--- src/flash_prog_pkg.sv ---
// Constants for the flash self-programming controller.
// Assumes a 100 MHz system clock and an 8-bit register port.
//
// Operation
// - Erase and write act on whole 32-word pages; read returns one word.
// - Write buffer holds exactly one 32-word page.
// - Successful unlock sequence raises the program-unlocked flag.
// - Buffer loads are taken only while the unlocked flag is high.
// - Write start bit stays high during a write, hardware clears it after.
// - Read runs only with read-allow set, launched by the read start bit.
// - Hardware clears the read start bit once the word is read.
// - Page is address bits 13 to 5; bits 4 to 0 pick the word.
// - High data byte write pushes the word, address steps, saturating at 31.
// - Op select codes: write 000, erase 001, read 011, unlock 110.
// - Buffer clears after a write, or on the self-clearing clear bit.
// - Time select 0: erase 3.2 ms, write 2.2 ms; 1: 3.7 ms, 3.0 ms.
package flash_prog_pkg;

  localparam int CLK_PERIOD_NS = 10;
  localparam int PAGE_WORDS    = 32;
  localparam int WIDX_W        = 5;
  localparam int FADDR_W       = 14;
  localparam int WORD_W        = 16;
  localparam int BYTE_W        = 8;
  localparam int RA_W          = 4;
  localparam int CNT_W         = 19;
  localparam int UCNT_W        = 16;

  // Register offsets
  localparam logic [RA_W-1:0] OFS_CTRL  = 4'h0;
  localparam logic [RA_W-1:0] OFS_CTRL2 = 4'h1;
  localparam logic [RA_W-1:0] OFS_ALO   = 4'h2;
  localparam logic [RA_W-1:0] OFS_AHI   = 4'h3;
  localparam logic [RA_W-1:0] OFS_DLO   = 4'h4;
  localparam logic [RA_W-1:0] OFS_DHI   = 4'h5;
  localparam logic [RA_W-1:0] OFS_KEY   = 4'h6;
  localparam logic [RA_W-1:0] OFS_KEYL  = 4'hB;

  // Control field positions
  localparam int B_UNLOCKED = 7;
  localparam int B_OP_HI    = 6;
  localparam int B_OP_LO    = 4;
  localparam int B_TRIG     = 3;
  localparam int B_WSTART   = 2;
  localparam int B_RDALLOW  = 1;
  localparam int B_RSTART   = 0;
  localparam int B_TSEL     = 1;
  localparam int B_CLR      = 0;

  localparam logic [2:0] OP_WRITE  = 3'h0;
  localparam logic [2:0] OP_ERASE  = 3'h1;
  localparam logic [2:0] OP_READ   = 3'h3;
  localparam logic [2:0] OP_UNLOCK = 3'h6;

  localparam logic [BYTE_W-1:0]  RST_BYTE  = 8'h00;
  localparam logic [WIDX_W-1:0]  LAST_WORD = 5'h1F;
  localparam logic [WORD_W-1:0]  KEY1_DEF  = 16'h5AA5;
  localparam logic [WORD_W-1:0]  KEY2_DEF  = 16'h3CC3;
  localparam logic [WORD_W-1:0]  KEY3_DEF  = 16'h0FF0;

  // Times in microseconds; unlock window in clock cycles
  localparam int ERASE_T0_US = 3200;
  localparam int WRITE_T0_US = 2200;
  localparam int ERASE_T1_US = 3700;
  localparam int WRITE_T1_US = 3000;
  localparam int UNLOCK_CYC  = 1024;

  function automatic int us_to_cyc(input int us);
    return (us * 1000 + CLK_PERIOD_NS - 1) / CLK_PERIOD_NS;
  endfunction : us_to_cyc

  localparam int ERASE0_CYC = us_to_cyc(ERASE_T0_US);
  localparam int WRITE0_CYC = us_to_cyc(WRITE_T0_US);
  localparam int ERASE1_CYC = us_to_cyc(ERASE_T1_US);
  localparam int WRITE1_CYC = us_to_cyc(WRITE_T1_US);

endpackage : flash_prog_pkg

--- src/flash_self_program_ctrl.sv ---
// Flash self-programming controller: register port, page buffer, sequencer.
// Assumes a flash array that takes one word per write strobe and answers a
// read strobe with data in the same cycle as the strobe.
//
// The implementer's own choices: the strobed register port and the register addresses.
`timescale 1ns/1ps
module flash_self_program_ctrl #(
  parameter int                 ERASE0_CYC = flash_prog_pkg::ERASE0_CYC,
  parameter int                 WRITE0_CYC = flash_prog_pkg::WRITE0_CYC,
  parameter int                 ERASE1_CYC = flash_prog_pkg::ERASE1_CYC,
  parameter int                 WRITE1_CYC = flash_prog_pkg::WRITE1_CYC,
  parameter int                 UNLOCK_CYC = flash_prog_pkg::UNLOCK_CYC,
  parameter logic [15:0]        KEY1       = flash_prog_pkg::KEY1_DEF,
  parameter logic [15:0]        KEY2       = flash_prog_pkg::KEY2_DEF,
  parameter logic [15:0]        KEY3       = flash_prog_pkg::KEY3_DEF
) (
  input  wire logic                                MCLK_IN,        // System clock
  input  wire logic                                RST_B_IN,       // Async reset, low
  input  wire logic [flash_prog_pkg::RA_W-1:0]     BUS_ADDR_IN,    // Register address
  input  wire logic [flash_prog_pkg::BYTE_W-1:0]   BUS_WDATA_IN,   // Write data
  input  wire logic                                BUS_WR_IN,      // Write strobe
  input  wire logic                                BUS_RD_IN,      // Read strobe
  output logic      [flash_prog_pkg::BYTE_W-1:0]   BUS_RDATA_OUT,  // Read data
  output logic      [flash_prog_pkg::FADDR_W-1:0]  FL_ADDR_OUT,    // Array word address
  output logic      [flash_prog_pkg::WORD_W-1:0]   FL_WDATA_OUT,   // Array write word
  output logic                                     FL_WE_OUT,      // Word program strobe
  output logic                                     FL_ERASE_OUT,   // Page erase level
  output logic                                     FL_RD_OUT,      // Word read strobe
  input  wire logic [flash_prog_pkg::WORD_W-1:0]   FL_RDATA_IN     // Array read word
);
  import flash_prog_pkg::*;

  typedef enum logic [2:0] {ST_IDLE, ST_ERASE, ST_LOAD, ST_PWAIT, ST_READ} state_t;

  typedef struct packed {
    logic                               unlocked;
    logic [2:0]                         op;
    logic                               trig;
    logic                               wstart;
    logic                               rd_allow;
    logic                               rstart;
    logic                               tsel;
    logic                               clr;
    logic [FADDR_W-1:0]                 addr;
    logic [BYTE_W-1:0]                  dlo;
    logic [BYTE_W-1:0]                  dhi;
    logic [2:0][BYTE_W-1:0]             klo;
    logic [1:0]                         kstage;
    logic [UCNT_W-1:0]                  ucnt;
    state_t                             st;
    logic [CNT_W-1:0]                   cnt;
    logic [WIDX_W-1:0]                  idx;
    logic [PAGE_WORDS-1:0][WORD_W-1:0]  mem;
    logic [BYTE_W-1:0]                  rdata;
    logic [FADDR_W-1:0]                 fl_addr;
    logic [WORD_W-1:0]                  fl_wdata;
    logic                               fl_we;
    logic                               fl_erase;
    logic                               fl_rd;
  } regs_t;

  localparam logic [2:0][WORD_W-1:0] KEYS = {KEY3, KEY2, KEY1};

  regs_t               s_r;
  regs_t               s_nxt;
  logic [BYTE_W-1:0]   rd_mux;
  logic                idle;
  logic [RA_W-1:0]     koff;
  logic [1:0]          ki;
  logic [2:0]          wop;

  assign idle = (s_r.st == ST_IDLE) && !s_r.clr;
  assign koff = BUS_ADDR_IN - OFS_KEY;
  assign ki   = koff[2:1];
  assign wop  = BUS_WDATA_IN[B_OP_HI:B_OP_LO];

  always_comb begin
    case (BUS_ADDR_IN)
      OFS_CTRL:  rd_mux = {s_r.unlocked, s_r.op, s_r.trig, s_r.wstart, s_r.rd_allow,
                           s_r.rstart};
      OFS_CTRL2: rd_mux = {6'h00, s_r.tsel, s_r.clr};
      OFS_ALO:   rd_mux = s_r.addr[7:0];
      OFS_AHI:   rd_mux = {2'h0, s_r.addr[FADDR_W-1:8]};
      OFS_DLO:   rd_mux = s_r.dlo;
      OFS_DHI:   rd_mux = s_r.dhi;
      default:   rd_mux = RST_BYTE;
    endcase
  end

  always_comb begin
    s_nxt          = s_r;
    s_nxt.fl_we    = 1'b0;
    s_nxt.fl_rd    = 1'b0;
    s_nxt.rdata    = BUS_RD_IN ? rd_mux : RST_BYTE;

    // Unlock window expiry
    if (s_r.trig) begin
      if (s_r.ucnt == '0) begin
        s_nxt.trig   = 1'b0;
        s_nxt.kstage = 2'h0;
      end else begin
        s_nxt.ucnt = s_r.ucnt - 1'b1;
      end
    end

    // Sequencer runs before the bus so software sets win over hardware clears
    case (s_r.st)
      ST_IDLE: begin
        if (s_r.clr) begin
          s_nxt.mem = '0;
          s_nxt.clr = 1'b0;
        end
      end
      ST_ERASE: begin
        if (s_r.cnt == '0) begin
          s_nxt.fl_erase = 1'b0;
          s_nxt.wstart   = 1'b0;
          s_nxt.st       = ST_IDLE;
        end else begin
          s_nxt.cnt = s_r.cnt - 1'b1;
        end
      end
      ST_LOAD: begin
        s_nxt.fl_we    = 1'b1;
        s_nxt.fl_addr  = {s_r.addr[FADDR_W-1:WIDX_W], s_r.idx};
        s_nxt.fl_wdata = s_r.mem[s_r.idx];
        if (s_r.idx == LAST_WORD) begin
          s_nxt.st  = ST_PWAIT;
          s_nxt.cnt = s_r.tsel ? CNT_W'(WRITE1_CYC - 1) : CNT_W'(WRITE0_CYC - 1);
        end else begin
          s_nxt.idx = s_r.idx + 1'b1;
        end
      end
      ST_PWAIT: begin
        if (s_r.cnt == '0) begin
          s_nxt.mem    = '0;
          s_nxt.wstart = 1'b0;
          s_nxt.st     = ST_IDLE;
        end else begin
          s_nxt.cnt = s_r.cnt - 1'b1;
        end
      end
      ST_READ: begin
        s_nxt.dlo    = FL_RDATA_IN[BYTE_W-1:0];
        s_nxt.dhi    = FL_RDATA_IN[WORD_W-1:BYTE_W];
        s_nxt.rstart = 1'b0;
        s_nxt.st     = ST_IDLE;
      end
      default: s_nxt.st = ST_IDLE;
    endcase

    if (BUS_WR_IN) begin
      case (BUS_ADDR_IN)
        OFS_CTRL: begin
          if (!BUS_WDATA_IN[B_UNLOCKED]) begin
            s_nxt.unlocked = 1'b0;
          end
          s_nxt.op       = wop;
          s_nxt.rd_allow = BUS_WDATA_IN[B_RDALLOW];
          if (BUS_WDATA_IN[B_TRIG] && !s_r.trig && wop == OP_UNLOCK) begin
            s_nxt.trig   = 1'b1;
            s_nxt.ucnt   = UCNT_W'(UNLOCK_CYC - 1);
            s_nxt.kstage = 2'h0;
          end
          if (idle) begin
            if (BUS_WDATA_IN[B_WSTART] && s_r.unlocked && wop == OP_WRITE) begin
              s_nxt.wstart = 1'b1;
              s_nxt.idx    = '0;
              s_nxt.st     = ST_LOAD;
            end else if (BUS_WDATA_IN[B_WSTART] && s_r.unlocked && wop == OP_ERASE) begin
              s_nxt.wstart   = 1'b1;
              s_nxt.fl_erase = 1'b1;
              s_nxt.fl_addr  = {s_r.addr[FADDR_W-1:WIDX_W], 5'h00};
              s_nxt.cnt      = s_r.tsel ? CNT_W'(ERASE1_CYC - 1) : CNT_W'(ERASE0_CYC - 1);
              s_nxt.st       = ST_ERASE;
            end else if (BUS_WDATA_IN[B_RSTART] && s_r.rd_allow
                         && BUS_WDATA_IN[B_RDALLOW] && wop == OP_READ) begin
              s_nxt.rstart  = 1'b1;
              s_nxt.fl_rd   = 1'b1;
              s_nxt.fl_addr = s_r.addr;
              s_nxt.st      = ST_READ;
            end
          end
        end
        OFS_CTRL2: begin
          s_nxt.tsel = BUS_WDATA_IN[B_TSEL];
          if (BUS_WDATA_IN[B_CLR]) begin
            s_nxt.clr = 1'b1;
          end
        end
        OFS_ALO: begin
          if (s_r.st == ST_IDLE) begin
            s_nxt.addr[7:0] = BUS_WDATA_IN;
          end
        end
        OFS_AHI: begin
          if (s_r.st == ST_IDLE) begin
            s_nxt.addr[FADDR_W-1:8] = BUS_WDATA_IN[FADDR_W-9:0];
          end
        end
        OFS_DLO: s_nxt.dlo = BUS_WDATA_IN;
        OFS_DHI: begin
          s_nxt.dhi = BUS_WDATA_IN;
          if (s_r.unlocked && idle) begin
            s_nxt.mem[s_r.addr[WIDX_W-1:0]] = {BUS_WDATA_IN, s_r.dlo};
            if (s_r.addr[WIDX_W-1:0] != LAST_WORD) begin
              s_nxt.addr[WIDX_W-1:0] = s_r.addr[WIDX_W-1:0] + 1'b1;
            end
          end
        end
        default: begin
          if (BUS_ADDR_IN >= OFS_KEY && BUS_ADDR_IN <= OFS_KEYL) begin
            if (!koff[0]) begin
              s_nxt.klo[ki] = BUS_WDATA_IN;
            end else if (s_r.trig && s_r.kstage == ki
                         && {BUS_WDATA_IN, s_r.klo[ki]} == KEYS[ki]) begin
              s_nxt.kstage = s_r.kstage + 1'b1;
              if (ki == 2'h2) begin
                s_nxt.unlocked = 1'b1;
                s_nxt.trig     = 1'b0;
                s_nxt.kstage   = 2'h0;
              end
            end else begin
              s_nxt.kstage = 2'h0;
            end
          end
        end
      endcase
    end
  end

  always_ff @(posedge MCLK_IN or negedge RST_B_IN) begin
    if (!RST_B_IN) begin
      s_r    <= '0;
      s_r.st <= ST_IDLE;
    end else begin
      s_r <= s_nxt;
    end
  end

  assign BUS_RDATA_OUT = s_r.rdata;
  assign FL_ADDR_OUT   = s_r.fl_addr;
  assign FL_WDATA_OUT  = s_r.fl_wdata;
  assign FL_WE_OUT     = s_r.fl_we;
  assign FL_ERASE_OUT  = s_r.fl_erase;
  assign FL_RD_OUT     = s_r.fl_rd;
endmodule : flash_self_program_ctrl

--- config.mk ---
export PLATFORM = sky130hd
export DESIGN_NAME = flash_self_program_ctrl
export DESIGN_NICKNAME = d
export VERILOG_FILES = /design/src/flash_prog_pkg.sv /design/src/flash_self_program_ctrl.sv
export SDC_FILE = /design/constraint.sdc
export NUM_CORES = 2
export LEC_CHECK = 0
export BUFFER_PORTS_ARGS = -buffer_cell sky130_fd_sc_hd__buf_2
export CORE_MARGIN = 1
export CORE_UTILIZATION = 35
export CTS_BUF_LIST = sky130_fd_sc_hd__clkbuf_8
export CTS_CLUSTER_DIAMETER = 200
export CTS_CLUSTER_SIZE = 10
export DETAILED_ROUTE_END_ITERATION = 12
export SETUP_SLACK_MARGIN = 0.3
export SLEW_MARGIN = 30
export SYNTH_ARGS = -nofsm -noshare
export SYNTH_HDL_FRONTEND = slang
export SYNTH_SLANG_ARGS = --single-unit
--- constraint.sdc ---
create_clock -name MCLK_IN -period 3 [get_ports MCLK_IN]
set_input_delay 0.15 -clock MCLK_IN [delete_from_list [all_inputs] [get_ports MCLK_IN]]
set_output_delay 0.15 -clock MCLK_IN [all_outputs]
set_load 0.1 [all_outputs]
== After elaboration in Yosys (flattened, before gate mapping) ==
Cells that the tools add are included.

* Register bits after elaboration: 662
* Bits in latches: 0
* RAM bits: 0
* Memory bits (read-only): 0
* Output and inout port bits: 41
* Memories kept: 0

* $add $sub $neg: 6
* Multipliers: 0
* Div/mod/pow operators: 0
* $lt $le $gt $ge: 7
* Equal/unequal tests: 21
* Shift operators: 0
* Mux-type cells: 102
* Bitwise gates (word level): 3
* Reduce and logical (&&, ||, !) cells: 37

{| class="wikitable"
|+ Operators with widths
! operator !! count
|-
| $mux W512 || 4
|-
| $pmux W512 S2 || 1
|-
| $mux W617 || 1
|-
| $bwmux W512 || 1
|-
| $mux W14 || 6
|-
| $bmux W16 S5 || 1
|-
| $demux W16 S5 || 1
|-
| $mux W16 || 5
|-
| $mux W19 || 4
|-
| $mux W24 || 2
|-
| $mux W8 || 6
|-
| $pmux W8 S6 || 1
|-
| $mux W43 || 1
|-
| $pmux W19 S2 || 1
|-
| $mux W18 || 2
|-
| $bmux W16 S2 || 1
|-
| $mux W31 || 1
|-
| $mux W1 || 29
|-
| $mux W27 || 1
|-
| $mux W26 || 1
|-
| $mux W5 || 5
|-
| $bwmux W24 || 1
|-
| $mux W22 || 1
|-
| $logic_not A19 Y1 || 1
|-
| 48 further kinds || 98
|}

== Depth between registers and ports, before layout ==
* Word-level depth: 10
* Gate-level depth with buffers: 11

== Worst setup path before layout ==
Ideal clock, no wire load.

* Path type: register -> register
* From: reg s_r[553] (netlist name)
* To: reg s_r, in the netlist FL_WDATA_OUT[11]
* Library setup time: 0.135 ns
* Data arrival time: 2.540 ns
* Setup slack: 0.325 ns
* Stages on the path, launching flop included: 8
* Buffers on the path: 3
* Clock period less this slack: 2.675 ns
* Cell sequence: dfrtp_1 clkbuf_1 clkbuf_1 buf_1 mux4_2 mux4_2 mux2i_1 o21ai_0

* Cells in the longest elaborated chain, start to end: 2

{| class="wikitable"
|+ Ends and longest elaborated chain
! what !! line !! RTL
|-
| start, declared || flash_self_program_ctrl.sv:64 || <nowiki>regs_t s_r;</nowiki>
|-
| start signal, assigned || flash_self_program_ctrl.sv:237 || <nowiki>s_r <= s_nxt;</nowiki>
|-
| $bmux W16 S5 || flash_self_program_ctrl.sv:126 || <nowiki>s_nxt.fl_wdata = s_r.mem[s_r.idx];</nowiki>
|-
| $mux W16 (implied by the code) || flash_self_program_ctrl.sv:126 ||
|}

No other way between the ends. The select of a mux whose other input is x is not followed.
A chain may end at the register's enable or synchronous reset.

==> flow_summary.yaml <==
logic_synthesis:
  syn_nets: 3332
  async_flop_share: 1.00
  avgSynthCellArea_um2: 9.76
  netlist_top_cells_area: "dfrtp_1 (52%), nand2_1 (13%), mux4_2 (11%), o21ai_0 (8.5%), clkbuf_1 (2.4%)"
  ys_ff_latch: 662
  ys_seq_area_frac: 0.516
  yosysMostFrequentCell: "nand2_1"
  yosysUniqueCellTypes: 69
  yosysWarnings: 0
  synthFlopType: "dfrtp_1"
  synth_edf_count: 0
  synth_commonest_cells: "nand2_1 (1103), dfrtp_1 (662), o21ai_0 (545)"
  yosysTopAreaCell: "dfrtp_1"
  synth_top_area_frac: 0.516
  synthCells: 3287
  syn_area_um2: 32100
critical_path:
  slowest_stage: "or4_1"
  cp_data_required_time_ps: 3580
  cp_slowest_stage_delay_ps: 450
  rr_worst_depth: 9
  path_cells: "or3_4, or4_1, nor3_2, nand3_1, a21oi_4, buf_12, buf_16, clkbuf_16, o21ai_0"
  r2r-start: "s_r[566]"
  cp-end-kind: "register"
  cp.arrival_ps: 3210
  path_class: "reg2reg"
  cp-start-kind: "register"
  r2r_end: "s_r[248]"
  ff2ff_setup_slack_ps: 370
  path_max_fanout: 28
pwr:
  p_clk_frac: 0.343
  leakagePower_nw: 15.2
  power_switching_mw: 4.42
  pwr-share-comb: 0.082
  max-vdd-ir-drop_mv: 0.290
  switching_share: 0.273
  pwr-share-seq: 0.575
  p_int_mw: 11.8
  powerDensity_nw_per_um2: 450
global_routing:
  grt_antenna_before_repair: 5
  grt_use_total: 0.220
  grt_pass1_vias: 24600
  overflow: 0
  grt_max_degree: 113
  grt_pass1_wl_um: 158000
clock_tree:
  cts.sinks: 662
  cts_tree: "yes"
  clkLatencyLatePin_ps: 710
  cts-root-buf: "clkbuf_8"
  cts_buffers: 76
  htree_levels: 3
  max-clock-path-buffers: 3
  clk_pin_slew_worst_paths_ps: 70
sta:
  fmax_mhz: 380
  finalSetupViolations: 0
  drv_slew: 0
  finalClockSkew_ps: 34.4
  final_hold_viol_count: 0
  setup_ws_ps: 369
  hold_slack_ps: 35.8
  rsz0062_at_grt: "true"
  tns_ps: 0
  period_share: 0.877
  slew_headroom: 0.289
  finalWorstPathRequiredPeriod_ps: 2630
  tightest_slew_ps: 1070
floorplanning:
  die-area_um2: 92900
  ios: 73
  fp.coreArea_um2: 90400
  rows: 110
  start_util: 0.355
  die_w_um: 305
  die_h_um: 305
placed_design:
  placedCellCount: 4390
  place_worst_setup_slack_ps: 289
  place.gp.congestion: 0.842
  hpwl_um: 64800
  place_area_um2: 34300
  place.port_buffers: 72
cells_and_area:
  finalNetCount: 3381
  area_growth_pct: 12.1
  drive_gt1_frac: 0.175
  nFillCells: 8649
  instances_no_fill: 4517
  final_area_um2: 36000
detailed_routing:
  drcViolationCount: 0
  dr.pass1.iters: 6
  via_count: 25400
  wire_per_inst_um: 22.9
  post_drt_via_cell_ratio: 5.61
  drtIter0Drc: 3043
  totalWireLength_um: 103000
  ant_nets: 0
min_path:
  holdCritPathClass: "in2async"
flow_run:
  drv_cap: 0
outcome:
  status: "completed"
## cells by family (layout without fill, tap and decap cells)
| kind of cell | after synthesis | in the layout | share of synthesized area |
|---|---|---|---|
| DFF | 662 | 662 | 0.516 |
| and+or+nand+nor | 1322 | 1322 | 0.168 |
| AOI/OAI and AO/OA | 674 | 674 | 0.114 |
| buffers and inverters | 343 | 396 | 0.0479 |
| muxes | 253 | 253 | 0.143 |
| other | 0 | 1 | 0 |
| xor gates and xnor gates | 20 | 20 | 0.00546 |
| adders and majority gates | 13 | 13 | 0.00507 |
## final cells by class
cell class                      instances  area (um^2)  area share
Antenna cell                            1         2.50   0.0000696
Clock inverter                          5         31.3    0.000870
Tap cell                             1176         1470      0.0409
Sequential cell                       662        16600       0.461
Clock buffer                           77         1060      0.0295
Timing Repair Buffer                  294         2720      0.0755
Inverter                               20         75.1     0.00209
Multi-Input combinational cell       2282        14000       0.390
## routing by layer
layer / part of all wire / vias to the layer above / global-route usage / wire, um
li1: - / 11300 / - / -
met1: 0.44 / 12800 / 0.322 / 45700
met2: 0.45 / 1135 / 0.336 / 46700
met3: 0.080 / 152 / 0.0371 / 8310
met4: 0.026 / 2 / 0.0560 / 2690
met5: 0.00013 / - / 0 / 13
## power groups by stage
stage	logic [mW]	clock network (mW)	registers (mW)
global placement	1.24	0	9.47
floorplan	0.643	0	9.32
CTS	1.32	5.69	9.30
finish	1.33	5.56	9.31
global route	1.40	5.99	9.32
detailed placement	1.25	0	9.48
## cell usage in the layout (no fill, tap or decap), types with 12 or more instances in the layout
cell	count
mux2_2	52
o22ai_1	20
buf_2	71
nor2_1	50
nand3_1	46
nand2_1	1103
mux4_2	160
dfrtp_1	657
nor4_1	15
a21oi_1	27
o21ai_0	545
xor2_1	12
nor3_1	20
mux2i_1	40
and3_1	16
buf_12	28
inv_1	21
dlygate4sd3_1	34
buf_4	147
a22oi_1	19
clkbuf_8	77
ha_1	13
## worst max-delay path by stage
| stage | endpoint | cells after the start | from | slack [ps] |
|---|---|---|---|---|
| floorplan | FL_WDATA_OUT[11] | 7 | s_r[553] | 330 |
| global placement | s_r[119] | 8 | s_r[566] | 320 |
| detailed placement | s_r[251] | 8 | s_r[566] | 290 |
| CTS | s_r[447] | 8 | s_r[566] | 300 |
| global route | s_r[221] | 9 | s_r[566] | 260 |
| finish | s_r[248] | 9 | s_r[566] | 370 |
## repair_timing
action	4_1_cts	5_1_grt
setup endpoints to repair	3	418
hold endpoints to repair	437	0
gates cloned	0	7
gates resized for setup	0	10
pin swaps	1	1
setup buffers	1	2
hold buffers	34	0
## worst max-delay path, delay by kind of cell, from the launching register on
family / cells / cell delay, ps
compound gates: 2 / 280
buf+inv: 3 / 610
flops: 1 / 410
simple gates: 4 / 1190
## registers in the layout, indices dropped and copies added, names as in the netlist, named ones only
signal         count
FL_ERASE_OUT       1
BUS_RDATA_OUT      8
s_r              597
FL_WE_OUT          1
FL_WDATA_OUT      16
FL_RD_OUT          1
FL_ADDR_OUT       14
## metrics by stage
| step | utilization | power (mW) |
|---|---|---|
| finish | 0.398 | 16.2 |
| global placement | 0.379 | 10.7 |
| global route | 0.398 | 16.7 |
| CTS | 0.395 | 16.3 |
| detailed placement | 0.379 | 10.7 |
| floorplan | - | 9.96 |
No activity file was read; power rests on OpenSTA's default activity.
